$ cat src/verilog/gjc_codec_regs.vh
// Purpose: constants of the justification count codec
// Assumes: 32-bit register words, byte addresses
// Notes:   definitions only
`ifndef GJC_CODEC_REGS_VH
`define GJC_CODEC_REGS_VH

// ----
// register offsets
// ----
`define GJC_OFS_CTRL    8'h00
`define GJC_OFS_STAT    8'h04
`define GJC_OFS_TXCNT   8'h08
`define GJC_OFS_WORD    8'h0c
`define GJC_OFS_PAYLD   8'h10
`define GJC_OFS_PHASE   8'h14
`define GJC_OFS_CRCERR  8'h18

// ----
// control fields and reset value
// ----
`define GJC_CTRL_TXEN   0
`define GJC_CTRL_RXEN   1
`define GJC_CTRL_GRAN1  2
`define GJC_CTRL_ORD    4
`define GJC_CTRL_KIND   8
`define GJC_CTRL_TS     16
`define GJC_CTRL_RST    32'h0001_0003
`define GJC_KIND_CONT   2'h0
`define GJC_KIND_TRIB   2'h1
`define GJC_KIND_LANE   2'h2

// ----
// count coding
// ----
`define GJC_CRC_POLY    8'h0d
`define GJC_MASK_P1     14'h2aaa
`define GJC_MASK_M1     14'h1555
`define GJC_MASK_P2     14'h1999
`define GJC_MASK_M2     14'h2666
`define GJC_CW_WIDE     5'h0e
`define GJC_CW_LANE     5'h0a

// ----
// container figures
// ----
`define GJC_PAY_O0      16'h3b80
`define GJC_PAY_O1      16'h1dc0
`define GJC_PAY_O2      16'h0770
`define GJC_PAY_O3      16'h01dc
`define GJC_PAY_O4      16'h00be
`define GJC_PAY_T4      16'h3b60
`define GJC_PAY_LANE    16'h03b8

`endif

$ cat src/verilog/gjc_codec.v
// Purpose: justification count encoder and decoder with AXI4-Lite registers
// Assumes: one frame strobe per frame on each side, same clock
// Notes:   14-bit count coding; 10-bit mode is reported only
`timescale 1ns/1ns
`include "gjc_codec_regs.vh"

module gjc_codec #(
    parameter ADDR_W = 8
) (
    // clock and reset
    input  wire              mclk,
    input  wire              arst_n,
    // register bus
    input  wire [ADDR_W-1:0] s_axi_awaddr,
    input  wire              s_axi_awvalid,
    output reg               s_axi_awready,
    input  wire [31:0]       s_axi_wdata,
    input  wire [3:0]        s_axi_wstrb,
    input  wire              s_axi_wvalid,
    output reg               s_axi_wready,
    output reg  [1:0]        s_axi_bresp,
    output reg               s_axi_bvalid,
    input  wire              s_axi_bready,
    input  wire [ADDR_W-1:0] s_axi_araddr,
    input  wire              s_axi_arvalid,
    output reg               s_axi_arready,
    output reg  [31:0]       s_axi_rdata,
    output reg  [1:0]        s_axi_rresp,
    output reg               s_axi_rvalid,
    input  wire              s_axi_rready,
    // mapper side
    input  wire              txFrameStb,
    input  wire [13:0]       txCount,
    output reg  [7:0]        txCountOverheadFirstByte,
    output reg  [7:0]        txCountOverheadSecondByte,
    output reg  [7:0]        txCountCrcByte,
    output reg               txOverheadValid,
    // demapper side
    input  wire              rxFrameStb,
    input  wire [7:0]        rxCountOverheadFirstByte,
    input  wire [7:0]        rxCountOverheadSecondByte,
    input  wire [7:0]        rxCountCrcByte,
    output reg  [13:0]       rxCount,
    output reg               rxCountValid,
    output reg               rxSync,
    output reg               rxCrcErr
);

// ----------------------------------------
// encodings
// ----------------------------------------
localparam OP_Z    = 3'd0;
localparam OP_P1   = 3'd1;
localparam OP_M1   = 3'd2;
localparam OP_P2   = 3'd3;
localparam OP_M2   = 3'd4;
localparam OP_BIG  = 3'd5;
localparam OP_NONE = 3'd7;

localparam ST_HUNT = 3'b001;
localparam ST_PEND = 3'b010;
localparam ST_SYNC = 3'b100;

// ----------------------------------------
// functions
// ----------------------------------------
// remainder of 24 bits modulo the generator
function [7:0] crcRem24;
    input [23:0] d;
    integer      i;
    reg   [7:0]  r;
    begin
        r = 8'h00;
        for (i = 23; i >= 0; i = i - 1) begin
            r = r[7] ? ({r[6:0], d[i]} ^ `GJC_CRC_POLY) : {r[6:0], d[i]};
        end
        crcRem24 = r;
    end
endfunction

// {mask, incrementIndicator, decrementIndicator}
function [15:0] patOf;
    input [2:0] op;
    begin
        case (op)
            OP_Z:    patOf = 16'h0000;
            OP_P1:   patOf = {`GJC_MASK_P1, 2'b10};
            OP_M1:   patOf = {`GJC_MASK_M1, 2'b01};
            OP_P2:   patOf = {`GJC_MASK_P2, 2'b10};
            OP_M2:   patOf = {`GJC_MASK_M2, 2'b01};
            default: patOf = 16'h0003;
        endcase
    end
endfunction

function [13:0] maskOf;
    input [2:0]  op;
    reg   [15:0] t;
    begin
        t      = patOf(op);
        maskOf = t[15:2];
    end
endfunction

function [13:0] stepOf;
    input [2:0] op;
    begin
        case (op)
            OP_P1:   stepOf = 14'h0001;
            OP_M1:   stepOf = 14'h3fff;
            OP_P2:   stepOf = 14'h0002;
            OP_M2:   stepOf = 14'h3ffe;
            default: stepOf = 14'h0000;
        endcase
    end
endfunction

// one of the two steps that an indicator pair allows
function [2:0] candOp;
    input inc;
    input idx;
    begin
        if (inc) begin
            candOp = idx ? OP_P2 : OP_P1;
        end else begin
            candOp = idx ? OP_M2 : OP_M1;
        end
    end
endfunction

// op whose pattern one overhead part shows against cur
function [2:0] partOp;
    input        first;
    input [13:0] rc;
    input [1:0]  ind;
    input [13:0] cur;
    integer      k;
    reg   [15:0] pm;
    reg   [13:0] df;
    begin
        partOp = OP_NONE;
        df = rc ^ cur;
        for (k = 4; k >= 0; k = k - 1) begin
            pm = patOf(k[2:0]);
            if (first && df[13:6] == pm[15:8]) begin
                partOp = k[2:0];
            end
            if (!first && {df[5:0], ind} == pm[7:0]) begin
                partOp = k[2:0];
            end
        end
    end
endfunction

// ----------------------------------------
// registers
// ----------------------------------------
reg [31:0]       ctrl_r;
reg [13:0]       txPrev_r;
reg [15:0]       crcErrCnt_r;
reg [2:0]        st_r;
reg [13:0]       huntCnt_r;
reg              huntInc_r;
reg              huntLsb_r;
reg [ADDR_W-1:0] awAddr_r;
reg              awHave_r;
reg [31:0]       wData_r;
reg [3:0]        wStrb_r;
reg              wHave_r;
integer          b;

wire       txEn  = ctrl_r[`GJC_CTRL_TXEN];
wire       rxEn  = ctrl_r[`GJC_CTRL_RXEN];
wire       gran1 = ctrl_r[`GJC_CTRL_GRAN1];
wire [2:0] ord   = ctrl_r[`GJC_CTRL_ORD +: 3];
wire [1:0] kind  = ctrl_r[`GJC_CTRL_KIND +: 2];
wire [6:0] ts    = ctrl_r[`GJC_CTRL_TS +: 7];

// ----------------------------------------
// container parameters
// ----------------------------------------
reg [15:0] mSize;
reg [15:0] wordBits;
reg [15:0] payWords;
reg [15:0] phaseMax;
reg [4:0]  cntWidth;

always @* begin
    case (ord)
        3'd0:    mSize = 16'h0001;
        3'd1:    mSize = 16'h0002;
        3'd2:    mSize = 16'h0008;
        3'd3:    mSize = 16'h0020;
        default: mSize = 16'h0050;
    endcase
    cntWidth = `GJC_CW_WIDE;
    if (kind == `GJC_KIND_LANE) begin
        wordBits = {2'b00, ts, 7'h00};
        payWords = `GJC_PAY_LANE;
        phaseMax = {5'h00, ts, 4'h0} - 16'h0001;
        cntWidth = `GJC_CW_LANE;
    end else if (kind == `GJC_KIND_TRIB) begin
        wordBits = {6'h00, ts, 3'h0};
        payWords = (ord == 3'd4) ? `GJC_PAY_T4 : `GJC_PAY_O0;
        phaseMax = (ts == 7'h00) ? 16'h0000 : {9'h000, ts - 7'h01};
    end else begin
        wordBits = {mSize[12:0], 3'h0};
        case (ord)
            3'd0:    payWords = `GJC_PAY_O0;
            3'd1:    payWords = `GJC_PAY_O1;
            3'd2:    payWords = `GJC_PAY_O2;
            3'd3:    payWords = `GJC_PAY_O3;
            default: payWords = `GJC_PAY_O4;
        endcase
        if (gran1) begin
            phaseMax = {mSize[12:0], 3'h0} - 16'h0001;
        end else begin
            phaseMax = mSize - 16'h0001;
        end
    end
end

// ----------------------------------------
// encoder
// ----------------------------------------
reg [13:0] encDelta;
reg [2:0]  encOp;
reg [15:0] encPat;
reg [15:0] encWord;

always @* begin
    encDelta = txCount - txPrev_r;
    case (encDelta)
        14'h0000: encOp = OP_Z;
        14'h0001: encOp = OP_P1;
        14'h3fff: encOp = OP_M1;
        14'h0002: encOp = OP_P2;
        14'h3ffe: encOp = OP_M2;
        default:  encOp = OP_BIG;
    endcase
    encPat = patOf(encOp);
    if (encOp == OP_BIG) begin
        encWord = {txCount, 2'b11};
    end else begin
        encWord = {txPrev_r ^ encPat[15:2], encPat[1:0]};
    end
end

always @(posedge mclk or negedge arst_n) begin
    if (!arst_n) begin
        txPrev_r                  <= 14'h0000;
        txCountOverheadFirstByte  <= 8'h00;
        txCountOverheadSecondByte <= 8'h00;
        txCountCrcByte            <= 8'h00;
        txOverheadValid           <= 1'b0;
    end else begin
        txOverheadValid <= txFrameStb & txEn;
        if (txFrameStb && txEn) begin
            txPrev_r                  <= txCount;
            txCountOverheadFirstByte  <= encWord[15:8];
            txCountOverheadSecondByte <= encWord[7:0];
            txCountCrcByte            <= crcRem24({encWord, 8'h00});
        end
    end
end

// ----------------------------------------
// decoder
// ----------------------------------------
wire [13:0] rc  = {rxCountOverheadFirstByte, rxCountOverheadSecondByte[7:2]};
wire [1:0]  ind = rxCountOverheadSecondByte[1:0];
wire        incrementIndicator = ind[1];
wire        decrementIndicator = ind[0];
wire        countLsb = rxCountOverheadSecondByte[2];
wire        crcOk = crcRem24({rxCountOverheadFirstByte, rxCountOverheadSecondByte,
                              rxCountCrcByte}) == 8'h00;

reg [2:0]  decSt;
reg [13:0] decCur;
reg        decAcc;
reg        decHold;
reg        found;
reg [2:0]  opA;
reg [2:0]  opB;
reg [13:0] base;
integer    q;
integer    p;

always @* begin
    decSt   = st_r;
    decCur  = rxCount;
    decAcc  = 1'b0;
    decHold = 1'b0;
    found   = 1'b0;
    opA     = OP_NONE;
    opB     = OP_NONE;
    base    = 14'h0000;
    q       = 0;
    p       = 0;
    if (crcOk && incrementIndicator == decrementIndicator) begin
        decCur = rc;
        decAcc = 1'b1;
        decSt  = ST_SYNC;
    end else if (crcOk && st_r == ST_SYNC) begin
        for (q = 0; q < 2; q = q + 1) begin
            opA = candOp(incrementIndicator, q[0]);
            if (!found && (rc ^ maskOf(opA)) == rxCount) begin
                found  = 1'b1;
                decCur = rxCount + stepOf(opA);
            end
        end
        decAcc  = found;
        decHold = !found;
        decSt   = found ? ST_SYNC : ST_PEND;
    end else if (crcOk) begin
        for (q = 0; q < 2; q = q + 1) begin
            opA  = candOp(incrementIndicator, q[0]);
            base = rc ^ maskOf(opA);
            for (p = 0; p < 2; p = p + 1) begin
                opB = candOp(huntInc_r, p[0] ^ huntLsb_r);
                if (!found && st_r == ST_PEND &&
                    (huntCnt_r ^ maskOf(opB)) + stepOf(opB) == base) begin
                    found  = 1'b1;
                    decCur = base + stepOf(opA);
                end
            end
        end
        decAcc  = found;
        decHold = !found;
        decSt   = found ? ST_SYNC : ST_PEND;
    end else if (st_r == ST_SYNC) begin
        opA = partOp(1'b1, rc, ind, rxCount);
        opB = partOp(1'b0, rc, ind, rxCount);
        if (opA != OP_NONE && (opB == OP_NONE || opB == opA)) begin
            decCur = rxCount + stepOf(opA);
            decAcc = 1'b1;
        end else if (opB != OP_NONE && opA == OP_NONE) begin
            decCur = rxCount + stepOf(opB);
            decAcc = 1'b1;
        end else begin
            decSt = ST_HUNT;
        end
    end else begin
        decSt = ST_HUNT;
    end
end

always @(posedge mclk or negedge arst_n) begin
    if (!arst_n) begin
        st_r         <= ST_HUNT;
        rxCount      <= 14'h0000;
        rxCountValid <= 1'b0;
        rxSync       <= 1'b0;
        rxCrcErr     <= 1'b0;
        huntCnt_r    <= 14'h0000;
        huntInc_r    <= 1'b0;
        huntLsb_r    <= 1'b0;
    end else begin
        rxCountValid <= 1'b0;
        rxCrcErr     <= 1'b0;
        if (!rxEn) begin
            st_r   <= ST_HUNT;
            rxSync <= 1'b0;
        end else if (rxFrameStb) begin
            case (st_r)
                ST_HUNT, ST_PEND, ST_SYNC: begin
                    st_r         <= decSt;
                    rxSync       <= (decSt == ST_SYNC);
                    rxCount      <= decCur;
                    rxCountValid <= decAcc;
                    rxCrcErr     <= !crcOk;
                end
                default: begin
                    st_r   <= ST_HUNT;
                    rxSync <= 1'b0;
                end
            endcase
            if (decHold) begin
                huntCnt_r <= rc;
                huntInc_r <= incrementIndicator;
                huntLsb_r <= countLsb;
            end
        end
    end
end

// ----------------------------------------
// register bus
// ----------------------------------------
reg [31:0] rdMux;
reg        rdBad;

always @* begin
    rdBad = 1'b0;
    case (s_axi_araddr)
        `GJC_OFS_CTRL:   rdMux = ctrl_r;
        `GJC_OFS_STAT:   rdMux = {2'b00, rxCount, 13'h0000, st_r};
        `GJC_OFS_TXCNT:  rdMux = {18'h00000, txPrev_r};
        `GJC_OFS_WORD:   rdMux = {16'h0000, wordBits};
        `GJC_OFS_PAYLD:  rdMux = {16'h0000, payWords};
        `GJC_OFS_PHASE:  rdMux = {11'h000, cntWidth, phaseMax};
        `GJC_OFS_CRCERR: rdMux = {16'h0000, crcErrCnt_r};
        default: begin
            rdMux = 32'h0000_0000;
            rdBad = 1'b1;
        end
    endcase
end

wire doWrite = awHave_r && wHave_r && !s_axi_bvalid;
wire crcEvt  = rxFrameStb && rxEn && !crcOk;

always @(posedge mclk or negedge arst_n) begin
    if (!arst_n) begin
        s_axi_awready <= 1'b0;
        s_axi_wready  <= 1'b0;
        s_axi_bvalid  <= 1'b0;
        s_axi_bresp   <= 2'b00;
        s_axi_arready <= 1'b0;
        s_axi_rvalid  <= 1'b0;
        s_axi_rresp   <= 2'b00;
        s_axi_rdata   <= 32'h0000_0000;
        awAddr_r      <= {ADDR_W{1'b0}};
        awHave_r      <= 1'b0;
        wData_r       <= 32'h0000_0000;
        wStrb_r       <= 4'h0;
        wHave_r       <= 1'b0;
        ctrl_r        <= `GJC_CTRL_RST;
        crcErrCnt_r   <= 16'h0000;
    end else begin
        s_axi_awready <= s_axi_awvalid && !s_axi_awready && !awHave_r;
        s_axi_wready  <= s_axi_wvalid && !s_axi_wready && !wHave_r;
        if (s_axi_awvalid && s_axi_awready) begin
            awAddr_r <= s_axi_awaddr;
            awHave_r <= 1'b1;
        end
        if (s_axi_wvalid && s_axi_wready) begin
            wData_r <= s_axi_wdata;
            wStrb_r <= s_axi_wstrb;
            wHave_r <= 1'b1;
        end
        if (crcEvt) begin
            crcErrCnt_r <= (doWrite && awAddr_r == `GJC_OFS_CRCERR) ?
                           16'h0001 : crcErrCnt_r + 16'h0001;
        end else if (doWrite && awAddr_r == `GJC_OFS_CRCERR) begin
            crcErrCnt_r <= 16'h0000;
        end
        if (doWrite) begin
            awHave_r     <= 1'b0;
            wHave_r      <= 1'b0;
            s_axi_bvalid <= 1'b1;
            s_axi_bresp  <= 2'b00;
            if (awAddr_r == `GJC_OFS_CTRL) begin
                for (b = 0; b < 4; b = b + 1) begin
                    if (wStrb_r[b]) begin
                        ctrl_r[8*b +: 8] <= wData_r[8*b +: 8];
                    end
                end
            end else if (awAddr_r != `GJC_OFS_CRCERR) begin
                s_axi_bresp <= 2'b10;
            end
        end else if (s_axi_bready) begin
            s_axi_bvalid <= 1'b0;
        end
        s_axi_arready <= s_axi_arvalid && !s_axi_arready && !s_axi_rvalid;
        if (s_axi_arvalid && s_axi_arready) begin
            s_axi_rvalid <= 1'b1;
            s_axi_rdata  <= rdMux;
            s_axi_rresp  <= rdBad ? 2'b10 : 2'b00;
        end else if (s_axi_rready) begin
            s_axi_rvalid <= 1'b0;
        end
    end
end

endmodule

$ cat config.mk
export PLATFORM = sky130hd
export DESIGN_NAME = gjc_codec
export DESIGN_NICKNAME = d
export VERILOG_FILES = /design/src/verilog/gjc_codec.v
export VERILOG_INCLUDE_DIRS = /design/src /design/src/verilog
export SDC_FILE = /design/constraint.sdc
export NUM_CORES = 1
export LEC_CHECK = 0
export ABC_AREA = 1
export BUFFER_PORTS_ARGS = -buffer_cell sky130_fd_sc_hd__buf_2
export CAP_MARGIN = 20
export CORE_ASPECT_RATIO = 0.6
export CORE_MARGIN = 2
export CORE_UTILIZATION = 52
export DETAILED_ROUTE_END_ITERATION = 6
export PLACE_DENSITY = 0.72
export SYNTH_ARGS = -nofsm -noshare
export SYNTH_HDL_FRONTEND = slang
export SYNTH_SLANG_ARGS = --single-unit
$ cat constraint.sdc
create_clock -name mclk -period 6.05 [get_ports mclk]
set_input_delay 0.3025 -clock mclk [delete_from_list [all_inputs] [get_ports mclk]]
set_output_delay 0.3025 -clock mclk [all_outputs]
set_load 0.01 [all_outputs]
==> impl_metrics.py <==
metrics = {
    "status": {
        "outcome": "finished, violations left",
        "violations": "design-rule violations",
    },
    "sta": {
        "setup_viol": 0,
        "min_period_ps": 5340,
        "fmax_mhz": 187,
        "post-route-period-util_pct": 88.3,
        "max-slew-margin-rel_pct": 21.4,
        "skew_ps": 17.6,
        "holdWs_ps": 13.7,
        "slew_viol_final": 0,
        "hold_violations": 0,
        "grt_setup_unrepaired": "no",
        "setup_ws_ps": 709,
        "worstMarginPinSlew_ps": 1170,
        "tns_ps": 0,
    },
    "floorplanning": {
        "die_y_um": 146,
        "core-area_um2": 32700,
        "initial_utilization_pct": 53.2,
        "io_pins": 182,
        "die_width_um": 240,
        "rows": 51,
        "dieArea_um2": 34900,
    },
    "worst_setup_path": {
        "cp.arrival_ps": 5740,
        "cp.required_ps": 6450,
        "end_kind": "flop",
        "start_kind": "flop",
        "worst-path-max-fanout": 17,
        "crit_type": "reg2reg",
    },
    "clocking": {
        "clk_latency_ps": 550,
        "htreeDepth": 1,
        "cts_buffers": 22,
        "cts_hold_buf": 49,
        "cts.reportedPaths.clkPinSlew_ps": 70,
        "post_cts_resize_count": 0,
        "post-cts-setup-buffers": 0,
        "cts_tree": "built",
        "cts-root-buf": "clkbuf_16",
        "cts_max_path_buffers": 3,
        "cts_num_sinks": 207,
    },
    "placement": {
        "dp_cells": 3104,
        "gp_routability_congestion": 1.13,
        "post_dp_cell_area_um2": 18700,
        "pre_cts_ws_ps": 889,
        "dp_hpwl_um": 49600,
        "io_buffers": 179,
    },
    "global_routing": {
        "grt_pass1_wl_um": 97200,
        "grt_max_degree": 120,
        "grtUsageMet2_pct": 46.5,
        "busiest_layer": "met1",
        "grt_pass1_vias": 16400,
        "met3_usage_pct": 9.90,
        "use_met1_pct": 59.4,
        "grt.overflow.total": 0,
        "antenna_found_initial": 1,
        "grtUsageTotal_pct": 36.1,
    },
    "logic_synthesis": {
        "ys_warn_count": 0,
        "synth_top_family_by_area": "simple AND/OR/NAND/NOR gates",
        "muxShareOfSynthArea_pct": 0,
        "async_flop_share_pct": 100,
        "synthAdderAreaFrac_pct": 7.30,
        "ys_ff_latch": 207,
        "synth_enable_flop_cells": 0,
        "synth-main-ff-cell": "dfrtp_1",
        "synth_area_um2": 17400,
        "syn-instance-count": 2518,
        "ys_seq_area_share_pct": 29.9,
        "ys_types": 63,
        "synthSimpleGateAreaFrac_pct": 27.4,
        "synth_xor_xnor_area_share_pct": 10.8,
        "avgSynthCellArea_um2": 6.90,
        "synth-compound-area-share_pct": 15.2,
    },
    "power_and_ir_drop": {
        "clkPwrFrac_pct": 24.4,
        "peakVddDrop_mv": 0.239,
        "power.switching_uw": 2530,
        "p_leak_uw": 0.0106,
        "power_frac_seq_pct": 33.2,
        "p_sw_share_pct": 43.5,
        "intPower_uw": 3280,
        "powerDensity_nw_per_um2": 292,
        "combPwrFrac_pct": 42.4,
    },
    "min_path": {
        "min_path_type": "in2reg",
    },
    "layout": {
        "final_cells": 3193,
        "multi_input_area_um2": 10500,
        "syn2layout_area_growth_pct": 14.7,
        "nNetsFinal": 2925,
        "fin_area_um2": 19900,
        "final_cell_mix": "703 x nand2_1, 337 x inv_1, 220 x o21ai_0",
        "final_common_cell": "nand2_1",
        "fillers": 3047,
        "seq_area_um2": 5180,
        "drive_gt1_share_pct": 11.2,
        "antenna_cells": 0,
    },
    "flow_run": {
        "cap_violations": 0,
    },
    "drt": {
        "first_iter_violations": 2425,
        "viasPerCell": 5.76,
        "wl_per_cell_um": 20.0,
        "vias": 18400,
        "dr.pass1.iters": 7,
        "remaining_drc_errors": 8,
        "postRouteWirelength_um": 63800,
        "drtAntennaViolNets": 0,
    },
}
[layer usage]
| metal | up-vias | share of wire [%] |
|---|---|---|
| li1 | 8594 | - |
| met1 | 8617 | 48 |
| met2 | 1098 | 37 |
| met3 | 84 | 14 |
| met4 | 0 | 1.5 |
| met5 | - | 0 |
[sequential cells by signal (all words and copies together), names as in the netlist, 14 cells and up]
name	flops
rxCount	14
crcErrCnt_r	16
s_axi_rdata	32
ctrl_r	32
txPrev_r	14
wData_r	32
huntCnt_r	14
[final timing paths]
| check | from | end | slack (ps) | depth (start not counted) |
|---|---|---|---|---|
| min reg2reg | s_axi_wready | s_axi_wready | 460 | 1 |
| max | huntCnt_r[0] | huntCnt_r[12] | 710 | 23 |
| max reg2reg | huntCnt_r[0] | huntCnt_r[12] | 710 | 23 |
| min | txCount[3] | txPrev_r[3] | 10 | 3 |
| min in group asynchronous | arst_n | huntCnt_r[7] | 400 | 2 |
| max in group asynchronous | arst_n | crcErrCnt_r[7] | 4180 | 3 |
[worst max-delay path, cell delays in order, from the launching register on]
cell	delay, ps
dfrtp_1	440
inv_1	160
ha_1	250
nor2_1	440
inv_1	400
ha_1	470
a21oi_1	270
o21ai_0	190
nand2_1	90
nand3_1	130
a21oi_1	180
nor2_1	60
nor2_1	110
xor2_1	180
xor2_1	100
nand4_1	200
nand2_1	80
buf_4	190
nor2_1	140
nand3_1	150
nor2_4	380
inv_1	360
nand2_1	130
o21ai_0	90
[layout make-up]
class                           count  share of cell area (%)
Clock buffer                       28                    3.08
Clock inverter                     12                   0.697
Inverter                          350                    6.59
Multi-Input combinational cell   1894                    52.9
Sequential cell                   207                    26.0
Tap cell                          450                    2.83
Timing Repair Buffer              252                    7.92
[power groups by stage]
stage / clock [µW] / combinational, µW / sequential (µW)
finish: 1420 / 2460 / 1930
global route: 1500 / 2720 / 1960
CTS: 1440 / 2380 / 1920
detailed placement: 0 / 2340 / 1940
global placement: 0 / 2310 / 1920
floorplan: 0 / 1640 / 1890
[logic make-up after synthesis]
family | Yosys count
buffers and inverters | 418
other | 1
XOR/XNOR | 203
AND/OR/NAND/NOR | 1133
AO/OA/AOI/OAI | 457
flip-flops | 207
adder cells (fa/ha/maj) | 99
[through the flow]
step / util (%) / power, µW
finish: 61.0 / 5810
global route: 61.0 / 6170
CTS: 61.0 / 5730
detailed placement: 57.2 / 4270
global placement: 57.2 / 4240
floorplan: - / 3530
[cells in the mapped netlist (21+ instances only)]
master,number,area share (%)
a21oi_1,103,3.0
o21ai_0,220,6.3
clkbuf_1,38,0.82
nor2_1,151,3.3
nand3_1,165,4.8
nor3_1,40,1.2
ha_1,95,6.8
inv_1,338,7.3
nand4_1,21,0.76
xor2_1,125,6.3
nand2_1,704,15
dfrtp_1,203,29
xnor2_1,66,3.3
(Power assumes the default switching activity.)
